## src/design/pbh_pkg.sv

```systemverilog
// constants and types for the primary bus hold interface
// What this block does
// - read_not_write is high on reads and low on writes.
// - data lines keep the last driven level when nobody drives them.
// - access strobe is asserted on every external read and write.
// - four page strobes, the one matching the accessed region is asserted.
// - outside device pulls ready low; the cycle does not end before ready.
// - on a low hold request the running transaction finishes first.
// - while held, address, data, strobe and read/write are floated.
// - transactions wait while held; resume on hold release or ignore bit.
// - hold acknowledge goes low only once outputs float and traffic stops.
// - hold acknowledge returns high on hold release or ignore bit set.
// - block stays in reset while reset is low.
// - after reset, the reset vector is fetched and execution starts there.
// - with edge select active, the four interrupt lines are edge detected.
// - acknowledge instruction pulses the code marker output.
// - pin float control low floats every output and two-way pin.
package pbh_pkg;
    localparam int ADDR_W    = 24;
    localparam int DATA_W    = 32;
    localparam int PAGE_N    = 4;
    localparam int PAGE_MSB  = 23;
    localparam int PAGE_LSB  = 22;
    localparam logic [23:0] RESET_VEC_ADDR = 24'h000000;
    localparam logic [23:0] ADDR_RST       = 24'h000000;
    localparam logic [31:0] DATA_RST       = 32'h00000000;
    // access age from which the synchronised ready belongs to this access
    localparam logic [1:0]  READY_AGE      = 2'h3;

    typedef enum logic [2:0] {
        ST_RESET  = 3'b000,
        ST_VECTOR = 3'b001,
        ST_IDLE   = 3'b010,
        ST_ACCESS = 3'b011,
        ST_HELD   = 3'b100
    } pbh_state_t;
endpackage

```

## src/design/pbh_sync.sv

```systemverilog
// two-flop synchroniser for a group of levels
`timescale 1ns/1ns
module pbh_sync #(
    parameter int W = 1,
    parameter logic [W-1:0] INIT = '0
) (
    input  wire logic         clk,
    input  wire logic         rst_b,
    input  wire logic [W-1:0] din,
    output logic      [W-1:0] dout
);
    logic [W-1:0] stage1_ff;
    always_ff @(posedge clk or negedge rst_b) begin
        if (!rst_b) begin
            stage1_ff <= INIT;
            dout      <= INIT;
        end else begin
            stage1_ff <= din;
            dout      <= stage1_ff;
        end
    end
endmodule // pbh_sync

```

## src/design/pbh_bus.sv

```systemverilog
// primary bus master with hold handshake, interrupt capture and acknowledge pulse
`timescale 1ns/1ns
module pbh_bus (
    input  wire logic        clk,
    input  wire logic        rst_b,
    // core request side
    input  wire logic        reqValid,
    input  wire logic        reqWrite,
    input  wire logic [23:0] reqAddr,
    input  wire logic [31:0] reqWdata,
    output logic             reqReady,
    output logic             rspValid,
    output logic [31:0]      rspRdata,
    output logic             running,
    output logic [23:0]      startAddr,
    input  wire logic        holdIgnoreBit,
    input  wire logic        ackInstr,
    // pins
    output logic [23:0]      addrLines,
    output logic             addrLinesOe,
    input  wire logic [31:0] dataLinesIn,
    output logic [31:0]      dataLines,
    output logic             dataLinesOe,
    output logic             readNotWrite,
    output logic             readNotWriteOe,
    output logic             accessStrobeB,
    output logic             accessStrobeOe,
    output logic [3:0]       pageSelectStrobesB,
    output logic             pageSelectStrobesOe,
    input  wire logic        ready_b,
    input  wire logic        busReleaseRequest_b,
    output logic             busReleaseAckB,
    output logic             busReleaseAckOe,
    input  wire logic        interruptEdgeSelect,
    input  wire logic [3:0]  extIrqLines_b,
    output logic [3:0]       irqPending,
    output logic             codeMarkerAckB,
    output logic             codeMarkerAckOe,
    input  wire logic        pinFloatControl_b
);
    pbh_pkg::pbh_state_t state_ff, nxt_state;
    logic [23:0] addr_ff;
    logic [31:0] wdata_ff;
    logic        write_ff;
    logic        keepValid_ff;
    logic [31:0] keep_ff;
    logic [3:0]  irqPrev_ff;
    logic        holdReqSync;
    logic        readySync;
    logic        readyB;
    logic [3:0]  irqSync;
    logic [1:0]  accessAge_ff;

    function automatic logic [3:0] page_decode(input logic [23:0] a);
        page_decode = ~(4'h1 << a[pbh_pkg::PAGE_MSB:pbh_pkg::PAGE_LSB]);
    endfunction

    pbh_sync #(.W(2), .INIT(2'b11)) u_sync_ctl (
        .clk   (clk),
        .rst_b (rst_b),
        .din   ({busReleaseRequest_b, ready_b}),
        .dout  ({holdReqSync, readyB})
    );
    pbh_sync #(.W(4), .INIT(4'hF)) u_sync_irq (
        .clk   (clk),
        .rst_b (rst_b),
        .din   (extIrqLines_b),
        .dout  (irqSync)
    );

    assign readySync = ~readyB;
    wire holdActive  = ~holdReqSync & ~holdIgnoreBit;
    wire floatAll    = ~pinFloatControl_b;
    wire inAccess    = (state_ff == pbh_pkg::ST_ACCESS) || (state_ff == pbh_pkg::ST_VECTOR);
    // a low ready still in the synchroniser may belong to the previous access
    wire readyFresh  = (accessAge_ff == pbh_pkg::READY_AGE);
    wire readyOk     = readySync & readyFresh;
    wire cycleDone   = inAccess & readyOk;
    wire takeReq     = (state_ff == pbh_pkg::ST_IDLE) & reqValid & ~holdActive;
    wire busDriven   = (state_ff != pbh_pkg::ST_HELD) & (state_ff != pbh_pkg::ST_RESET) & ~floatAll;
    wire writing     = inAccess & write_ff;
    wire heldAck     = (state_ff == pbh_pkg::ST_HELD) & holdActive;
    wire [1:0]  nxt_accessAge    = !inAccess ? 2'h0 : (readyFresh ? accessAge_ff : accessAge_ff + 2'h1);
    wire [31:0] nxt_dataLines    = writing ? wdata_ff : (keepValid_ff ? keep_ff : dataLines);
    wire [3:0]  nxt_pageStrobesB = inAccess ? page_decode(addr_ff) : 4'hF;
    wire        nxt_pageOe       = ~floatAll & (state_ff != pbh_pkg::ST_RESET);
    wire [3:0]  irqEvent;

    // per line: falling edge in edge mode, low level otherwise
    for (genvar i = 0; i < 4; i++) begin : g_irq
        wire irqFall = irqPrev_ff[i] & ~irqSync[i];
        assign irqEvent[i] = interruptEdgeSelect ? irqFall : ~irqSync[i];
    end

    always_comb begin
        nxt_state = state_ff;
        case (state_ff)
            pbh_pkg::ST_RESET:  nxt_state = pbh_pkg::ST_VECTOR;
            pbh_pkg::ST_VECTOR: if (readyOk) nxt_state = pbh_pkg::ST_IDLE;
            pbh_pkg::ST_IDLE: begin
                if (holdActive) nxt_state = pbh_pkg::ST_HELD;
                else if (reqValid) nxt_state = pbh_pkg::ST_ACCESS;
            end
            pbh_pkg::ST_ACCESS: if (readyOk) nxt_state = pbh_pkg::ST_IDLE;
            pbh_pkg::ST_HELD:   if (!holdActive) nxt_state = pbh_pkg::ST_IDLE;
            default:            nxt_state = pbh_pkg::ST_RESET;
        endcase
    end

    always_ff @(posedge clk or negedge rst_b) begin
        if (!rst_b) begin
            state_ff <= pbh_pkg::ST_RESET;
            addr_ff  <= pbh_pkg::ADDR_RST;
            wdata_ff <= pbh_pkg::DATA_RST;
            write_ff <= 1'b0;
        end else begin
            state_ff <= nxt_state;
            if (state_ff == pbh_pkg::ST_RESET) begin
                addr_ff  <= pbh_pkg::RESET_VEC_ADDR;
                write_ff <= 1'b0;
            end else if (takeReq) begin
                addr_ff  <= reqAddr;
                wdata_ff <= reqWdata;
                write_ff <= reqWrite;
            end
        end
    end

    // keeper: remember last level seen on the data wires
    always_ff @(posedge clk or negedge rst_b) begin
        if (!rst_b) begin
            keep_ff      <= pbh_pkg::DATA_RST;
            keepValid_ff <= 1'b0;
        end else begin
            keep_ff      <= dataLinesOe ? dataLines : dataLinesIn;
            keepValid_ff <= 1'b1;
        end
    end

    always_ff @(posedge clk or negedge rst_b) begin
        if (!rst_b) begin
            reqReady  <= 1'b0;
            rspValid  <= 1'b0;
            rspRdata  <= pbh_pkg::DATA_RST;
            running   <= 1'b0;
            startAddr <= pbh_pkg::ADDR_RST;
        end else begin
            reqReady <= takeReq;
            rspValid <= (state_ff == pbh_pkg::ST_ACCESS) & cycleDone;
            if (cycleDone & ~write_ff) begin
                rspRdata <= dataLinesIn;
            end
            if ((state_ff == pbh_pkg::ST_VECTOR) & cycleDone) begin
                running   <= 1'b1;
                startAddr <= dataLinesIn[23:0];
            end
        end
    end

    // cycles spent in the current access, held once ready may be trusted
    always_ff @(posedge clk or negedge rst_b) begin
        if (!rst_b) begin
            accessAge_ff <= 2'h0;
        end else begin
            accessAge_ff <= nxt_accessAge;
        end
    end

    // address, data, read/write and strobe pins
    always_ff @(posedge clk or negedge rst_b) begin
        if (!rst_b) begin
            addrLines      <= pbh_pkg::ADDR_RST;
            addrLinesOe    <= 1'b0;
            dataLines      <= pbh_pkg::DATA_RST;
            dataLinesOe    <= 1'b0;
            readNotWrite   <= 1'b1;
            readNotWriteOe <= 1'b0;
            accessStrobeB  <= 1'b1;
            accessStrobeOe <= 1'b0;
        end else begin
            addrLines      <= addr_ff;
            addrLinesOe    <= busDriven;
            dataLines      <= nxt_dataLines;
            dataLinesOe    <= busDriven & writing;
            readNotWrite   <= ~writing;
            readNotWriteOe <= busDriven;
            accessStrobeB  <= ~inAccess;
            accessStrobeOe <= busDriven;
        end
    end

    // page strobes and hold acknowledge
    always_ff @(posedge clk or negedge rst_b) begin
        if (!rst_b) begin
            pageSelectStrobesB  <= 4'hF;
            pageSelectStrobesOe <= 1'b0;
            busReleaseAckB      <= 1'b1;
            busReleaseAckOe     <= 1'b0;
        end else begin
            pageSelectStrobesB  <= nxt_pageStrobesB;
            pageSelectStrobesOe <= nxt_pageOe;
            busReleaseAckB      <= ~heldAck;
            busReleaseAckOe     <= ~floatAll;
        end
    end

    // interrupt capture and code marker pulse
    always_ff @(posedge clk or negedge rst_b) begin
        if (!rst_b) begin
            irqPrev_ff      <= 4'hF;
            irqPending      <= 4'h0;
            codeMarkerAckB  <= 1'b1;
            codeMarkerAckOe <= 1'b0;
        end else begin
            irqPrev_ff      <= irqSync;
            irqPending      <= irqEvent;
            codeMarkerAckB  <= ~(ackInstr & running);
            codeMarkerAckOe <= ~floatAll;
        end
    end
endmodule // pbh_bus

```

## config.mk

```make
export PLATFORM = sky130hd
export DESIGN_NAME = pbh_bus
export DESIGN_NICKNAME = d
export VERILOG_FILES = /design/src/design/pbh_pkg.sv /design/src/design/pbh_sync.sv /design/src/design/pbh_bus.sv
export SDC_FILE = /design/constraint.sdc
export NUM_CORES = 1
export LEC_CHECK = 0
export BUFFER_PORTS_ARGS = -buffer_cell sky130_fd_sc_hd__clkbuf_2
export CAP_MARGIN = 30
export CELL_PAD_IN_SITES_DETAIL_PLACEMENT = 1
export CELL_PAD_IN_SITES_GLOBAL_PLACEMENT = 2
export CORE_AREA = 2 2 166 168
export DETAILED_ROUTE_END_ITERATION = 8
export DIE_AREA = 0 0 168 170
export PLACE_DENSITY = 0.83
export RECOVER_POWER = 100
export SETUP_SLACK_MARGIN = 0.4
export SYNTH_ARGS = -nofsm -noshare
export SYNTH_HDL_FRONTEND = slang
export SYNTH_SLANG_ARGS = --single-unit
```

## constraint.sdc

```tcl
create_clock -name clk -period 1.9 [get_ports clk]
set_input_delay 0.095 -clock clk [delete_from_list [all_inputs] [get_ports clk]]
set_output_delay 0.095 -clock clk [all_outputs]
set_load 0.01 [all_outputs]
```

==> results of run 1 <==
[kinds of logic (layout without fill, tap and decap cells)]
family                     after synthesis  in the layout  synth area share
other                                    1              1         0.0004055
DFF                                    242            242            0.6581
and+or+nand+nor                        160            160           0.09052
buffers and inverters                   49            422           0.02990
adders and majority gates                1              1          0.001353
muxes                                  153            153            0.1936
xor gates and xnor gates                 2              2          0.001895
AOI/OAI and AO/OA                       42             42           0.02422
[per-layer routing]
metal | wire (microns) | vias up | GRT usage
met5 | 0 | - | 0
li1 | - | 2972 | -
met2 | 11910 | 195 | 0.2941
met4 | 638 | 0 | 0.04612
met3 | 1711 | 39 | 0.04767
met1 | 10430 | 3254 | 0.2153
[final timing paths]
check,start,endpoint,slack [ns]
max,state_ff[0],addr_ff[20],0.23
min,reqValid,state_ff[0],0.02
max reg2reg,state_ff[0],addr_ff[20],0.23
min reg2reg,u_sync_ctl.stage1_ff[1],u_sync_ctl.dout[1],0.36
max in group asynchronous,rst_b,wdata_ff[18],0.50
min in group asynchronous,rst_b,wdata_ff[8],0.29
[registers in the layout, indices dropped and copies added (netlist names), 2 cells and up]
name / cells
irqPrev_ff: 4
accessAge_ff: 2
u_sync_ctl.dout: 2
addrLines: 24
state_ff: 3
keep_ff: 32
irqPending: 4
startAddr: 24
u_sync_ctl.stage1_ff: 2
pageSelectStrobesB: 4
wdata_ff: 32
u_sync_irq.stage1_ff: 4
rspRdata: 32
u_sync_irq.dout: 4
addr_ff: 24
dataLines: 32
[worst register-to-register path, cell delays in order, from the launching register on]
cell	delay [ns]
dfrtp_1	0.51
buf_4	0.22
or2_2	0.52
nand2_1	0.20
nand3_1	0.10
[power groups by stage]
stage          Sequential (mW)  Clock (mW)  Combinational, mW
6_report                  8.16        5.41               5.39
3_5_place_dp              8.27           0               5.77
4_1_cts                   8.20        5.58               6.03
5_1_grt                   8.41        5.75               5.98
2_1_floorplan             8.51           0               3.16
3_3_place_gp              8.18           0               5.59
[placed cells by master, fill, tap and decap left out, types with 3 or more instances in the layout]
cell type      Yosys  routed
dfrtp_1          218     215
clkbuf_1          11     140
clkbuf_2           0     103
dlygate4sd3_1      0     100
mux2_2            88      88
nand3_1           52      52
nor2_1            37      36
a21oi_1           36      36
mux2i_1           33      33
clkbuf_16          0      29
mux2_1             3      28
nand2_1           27      27
nand4_1           25      25
dfstp_2           24      22
clkbuf_8           0      10
buf_4             11      10
buf_12             0       9
inv_1              6       6
clkinv_2           0       6
nor2b_1            5       5
mux2_4            29       4
nand3b_1           3       3
nor2_4             1       3
dfrtp_2            0       3
buf_6              4       3
[area by class of cell]
class | instances | area, sq um
clock buffer | 43 | 878.3
clock inverter | 9 | 76.32
fill | 2867 | 13990
inverter | 6 | 22.52
multi-input combinational | 359 | 2828
sequential | 242 | 6090
tap | 341 | 426.7
timing repair buffer | 364 | 2344
[what timing repair did]
action	in CTS	in global routing
setup buffers	2	3
endpoints found under the setup margin	132	100
pin swaps	0	1
cloned	0	1
hold buffers	100	0
endpoints found under the hold margin	260	0
gates resized for setup	8	7
[synthesized netlist by cell type (all sizes together)]
library cell	number	area (sq um)
a21oi	36	180.2
a221oi	1	8.760
and3	1	6.260
buf	32	212.7
clkbuf	11	41.29
conb	1	3.750
dfrtp	218	5455
dfstp	24	630.6
ha	1	12.51
inv	6	22.52
mux2	120	1460
mux2i	33	330.3
nand2	27	101.4
nand2b	1	6.260
nand3	52	260.3
nand3b	3	22.52
nand4	25	156.4
nand4b	1	23.77
nand4bb	1	27.53
nor2	40	176.4
nor2b	5	31.28
nor4	1	6.260
o21a	1	7.510
o21ai	2	10.00
o221ai	1	8.760
o31a	1	8.760
or2	2	12.51
or3	1	6.260
xnor2	1	8.760
xor2	1	8.760
==> flow_summary.ini, run 1 <==
[placement]
dp_slack_ns = 0.2125
place_area_sq_um = 10920
dpl.hpwl_microns = 15550
portBuffers = 235
dp.cells = 1206
gp_congestion = 0.7267

[min_path]
hold_class = in -> reg
min_path_cells = 3

[critical_path]
worstPathMaxFanout = 25
cp_slowest_stage_delay_ns = 0.52
cp-end-kind = flop
arrival_ns = 2.08
r2r_cells = 4
path_cells = buf_4, or2_2, nand2_1, nand3_1
path_buf_inv = 1
critPathRequiredTime_ns = 2.32
slowest_stage = or2_2
path_class = reg -> reg
crit_family = simple AND/OR/NAND/NOR gates
cp.depth = 4
startpoint_type = flop

[logic_synthesis]
avgSynthCellArea_sq_um = 14.23
ys_seq_area_frac = 0.6581
netlist_instances = 650
ys_seq_elements = 242
synth_cell_types = 38
syn_nets = 753
synth_area_sq_um = 9248
yosysWarningCount = 0

[route]
drtIter0Drc = 280
totalWireLength_microns = 24690
wl_per_cell_microns = 18.10
drc = 0
first_pass_iters = 4
vias = 6460
vias_per_cell = 4.736
ant_nets = 0

[status]
status = completed

[power_and_ir_drop]
internal_power_mw = 12.76
p_leak_nw = 5.706
power_mw = 18.96
vdd_ir_drop_max_mv = 0.8898
p_comb_frac = 0.284
power_switching_share = 0.3268
switching_power_mw = 6.194
clkPwrFrac = 0.285
powerDensity_nw_per_um2 = 1497
p_seq_frac = 0.430

[final_layout]
final_area_sq_um = 12660
area_growth_syn_to_layout_pct = 36.95
postLayoutCoreUtil = 0.4752
final_cells = 1364
n_antenna_cell = 0
layout-drive-gt1-share = 0.2952
finalNetCount = 1104

[cts]
clk_pin_slew_ns = 0.06
htree_levels = 1
cts_sinks = 242
worstSkewPairLatency_ns = 0.54
cts_root_buf = clkbuf_16
numCtsBuffers = 28
cts_buffer_depth = 3
cts_tree = built

[timing]
skew_ns = 0.01788
holdWs_ns = 0.02118
slew_violations = 0
finalSetupTns_ns = 0
rsz0062_at_grt = true
layout_setup_ws_ns = 0.2322
finalHoldViolCount = 0
period_minus_slack_ns = 1.668
setup_violations = 0
slew_headroom = 0.2937
fin_crit_sh = 0.8778
tightest_slew_ns = 1.059
fmax_ghz = 0.5996

[run]
maxCapViolCount = 0

[floorplanning]
io_pins = 236
initial_core_util = 0.3470
die_w_microns = 168
die_area_sq_um = 28560
die_h_microns = 170
num_rows = 60
core-area_sq_um = 26650

[global_route]
grtUsageTotal = 0.1720
grt_pass1_wl_microns = 39300
grt_pass1_vias = 7075
overflow = 0
grt_max_degree = 66
antenna_found_initial = 0
No activity file was read; power rests on OpenSTA's default activity.
==> inputs of run 2 (changes only) <==
- CORE_AREA: 2 2 166 168 -> 2 2 165 167
- DIE_AREA: 0 0 168 170 -> 0 0 167 169
- PLACE_DENSITY: 0.83 -> 0.84
- SYNTH_HIERARCHICAL: default -> 1
- clock period: 1.9 -> 1.7 ns (I/O delays scaled with it)
==> flow_summary.ini, run 2 <==
[critical_path]
path_buf_inv = 1
worstPathMaxFanout = 7
r2r_cells = 4
path_cells = o21ai_4, or3_4, clkbuf_16, mux2_4
arrival_ns = 2.10
critPathRequiredTime_ns = 2.11
slowest_stage = dfstp_2
startpoint_type = flop
path_class = reg -> reg
cp_slowest_stage_delay_ns = 0.56
crit_family = flip-flops
cp.depth = 4
critPathLaunch = u_sync_ctl/dout[1]
cp-end-kind = flop
r2r_start = u_sync_ctl/dout[1]

[cts]
cts_tree = built
cts_buffer_depth = 3
numCtsBuffers = 27
cts_root_buf = clkbuf_16
htree_levels = 1
worstSkewPairLatency_ns = 0.53
clk_pin_slew_ns = 0.06
cts_sinks = 242

[global_route]
antenna_found_initial = 2
grtUsageTotal = 0.1877
overflow = 0
grt_pass1_vias = 7270
grt_max_degree = 65
grt_pass1_wl_microns = 41990

[floorplanning]
initial_core_util = 0.3465
die_w_microns = 167
die_area_sq_um = 28220
io_pins = 236
num_rows = 60
die_h_microns = 169
core-area_sq_um = 26500

[timing]
rsz0062_at_grt = true
period_minus_slack_ns = 1.694
slew_violations = 0
slew_headroom = 0.3737
setup_violations = 0
finalHoldViolCount = 0
fmax_ghz = 0.5905
fin_crit_sh = 0.9962
skew_ns = 0.01131
tightest_slew_ns = 0.9394

[logic_synthesis]
synth_top_family_by_area = multiplexers
synthAdderAreaFrac = 0.001363
synth_edf_count = 0
async_flop_share = 1.000
synth.area.mux_share = 0.1950
yosys.area_share.simple = 0.08462
yosysWarningCount = 6
synth_cell_types = 37
synth_area_sq_um = 9183
synth.top_cells.by_count = 218 x dfrtp_1, 89 x mux2_1, 51 x nand3_1
synth_xor_area_frac = 0.001908
synth.most_common_cell = dfrtp_1
synth_top_area_share = 0.5941
syn_nets = 756
synth_compound_area_frac = 0.02480
ys_seq_area_frac = 0.6628
avgSynthCellArea_sq_um = 14.06
netlist_instances = 653
synth-main-ff-cell = dfrtp_1
synth_area_leaders = dfrtp_1 59%, mux2_1 11%, dfstp_2 6.9%, mux2_4 4.7%, mux2i_1 3.6%
post-synth-top-area-cell = dfrtp_1
ys_seq_elements = 242

[run]
maxCapViolCount = 0

[route]
drc = 0
vias = 6811
ant_nets = 0
totalWireLength_microns = 31590
vias_per_cell = 4.830
drtIter0Drc = 256
first_pass_iters = 4
wl_per_cell_microns = 22.41

[final_layout]
layout-drive-gt1-share = 0.4208
final_cells = 1410
area_growth_syn_to_layout_pct = 56.45
final_area_sq_um = 14370
final_common_cell = dfrtp_1
finalNetCount = 1153
postLayoutCoreUtil = 0.5421
final_cell_mix = 216 x dfrtp_1, 147 x clkbuf_1, 105 x clkbuf_2

[status]
status = completed

[placement]
dp.cells = 1213
dpl.hpwl_microns = 15940
portBuffers = 235
gp_congestion = 0.7138
place_area_sq_um = 11180

[min_path]
worstHoldStart = reqValid
hold_class = in -> reg
min_path_cells = 4

[power_and_ir_drop]
p_leak_nw = 6.444
vdd_ir_drop_max_mv = 1.241
powerDensity_nw_per_um2 = 1942
-- run 2: cell types whose count changed in the layout (fill, tap and decap cells not counted), moves of 22 or more --
| cell | change |
|---|---|
| mux2_2 | -86 |
| mux2_4 | +84 |
| a21oi_1 | -30 |
| nor2_1 | -28 |
| nand3_1 | -26 |
| a21oi_2 | +25 |
| nand3_2 | +25 |
| nor2_4 | +25 |
| nand2_1 | -24 |
| nand2_4 | +22 |
-- run 2: path summary, 6_finish.rpt --
path | slack [ns] | endpoint
worst max register to register | 0.006 | wdata_ff[4]
max in group asynchronous | 0.25 | u_sync_ctl/stage1_ff[1]
min in group asynchronous | 0.25 | irqPending[2]
worst min-delay path | 0.15 | state_ff[0]
worst min register to register | 0.36 | u_sync_irq/dout[0]
worst max-delay path | 0.006 | wdata_ff[4]
-- run 2: timing repair --
item,4_1_cts,5_1_grt
pin swaps,3,53
cloned,5,19
resized for setup,13,214
setup buffers,9,16
setup endpoints to repair,135,169
hold buffers,100,0
hold endpoints to repair,384,0
-- run 2: tightest hold or removal path: cells and delay by family --
kind	cells	cell delay [ns]
AND/OR/NAND/NOR	1	0.17
AO/OA/AOI/OAI	2	0.25
buffers and inverters	1	0.12
-- run 2: cells by family after synthesis --
group           Yosys count
simple gates            160
xor+xnor                  2
other cells               1
compound gates           42
buf+inv                  52
flops                   242
mux                     153
fa+ha+maj                 1
-- run 2: power by group --
| part | switching, mW | internal [mW] | leakage [nW] | total, mW |
|---|---|---|---|---|
| registers | 1.86 | 8.33 | 2.81 | 10.2 |
| logic | 6.09 | 5.98 | 3.22 | 12.1 |
| clock network | 2.36 | 3.28 | 0.415 | 5.63 |
-- run 2: per-layer routing --
layer  track usage  vias to the layer above  part of all wire
li1              -                     3063                 -
met2        0.3274                      199              0.53
met3       0.04583                       49             0.052
met5             0                        -                 0
met4       0.04048                        0             0.021
met1        0.2374                     3500              0.40
-- run 2: through the flow --
step	hold slack [ns]	worst slack, ns	setup TNS, ns	total power [mW]
2_1_floorplan	-0.2106	0.06038	0	14.78
3_3_place_gp	0.07829	-0.04495	-0.4646	17.63
3_5_place_dp	0.07559	-0.07614	-0.9053	18.00
4_1_cts	0.05257	0.02138	0	24.42
5_1_grt	0.1418	-0.01917	-0.2068	29.33
6_report	0.1522	0.006382	0	27.89
-- run 2: cell type report --
cell class | instances | area, sq um
diodes | 2 | 5.005
clock inverters | 7 | 67.56
clock buffers | 39 | 770.7
fillers | 2676 | 12130
repair buffers | 413 | 3201
inverters | 7 | 26.28
multi-input cells | 359 | 3781
well taps | 341 | 426.7
flip-flops and latches | 242 | 6088
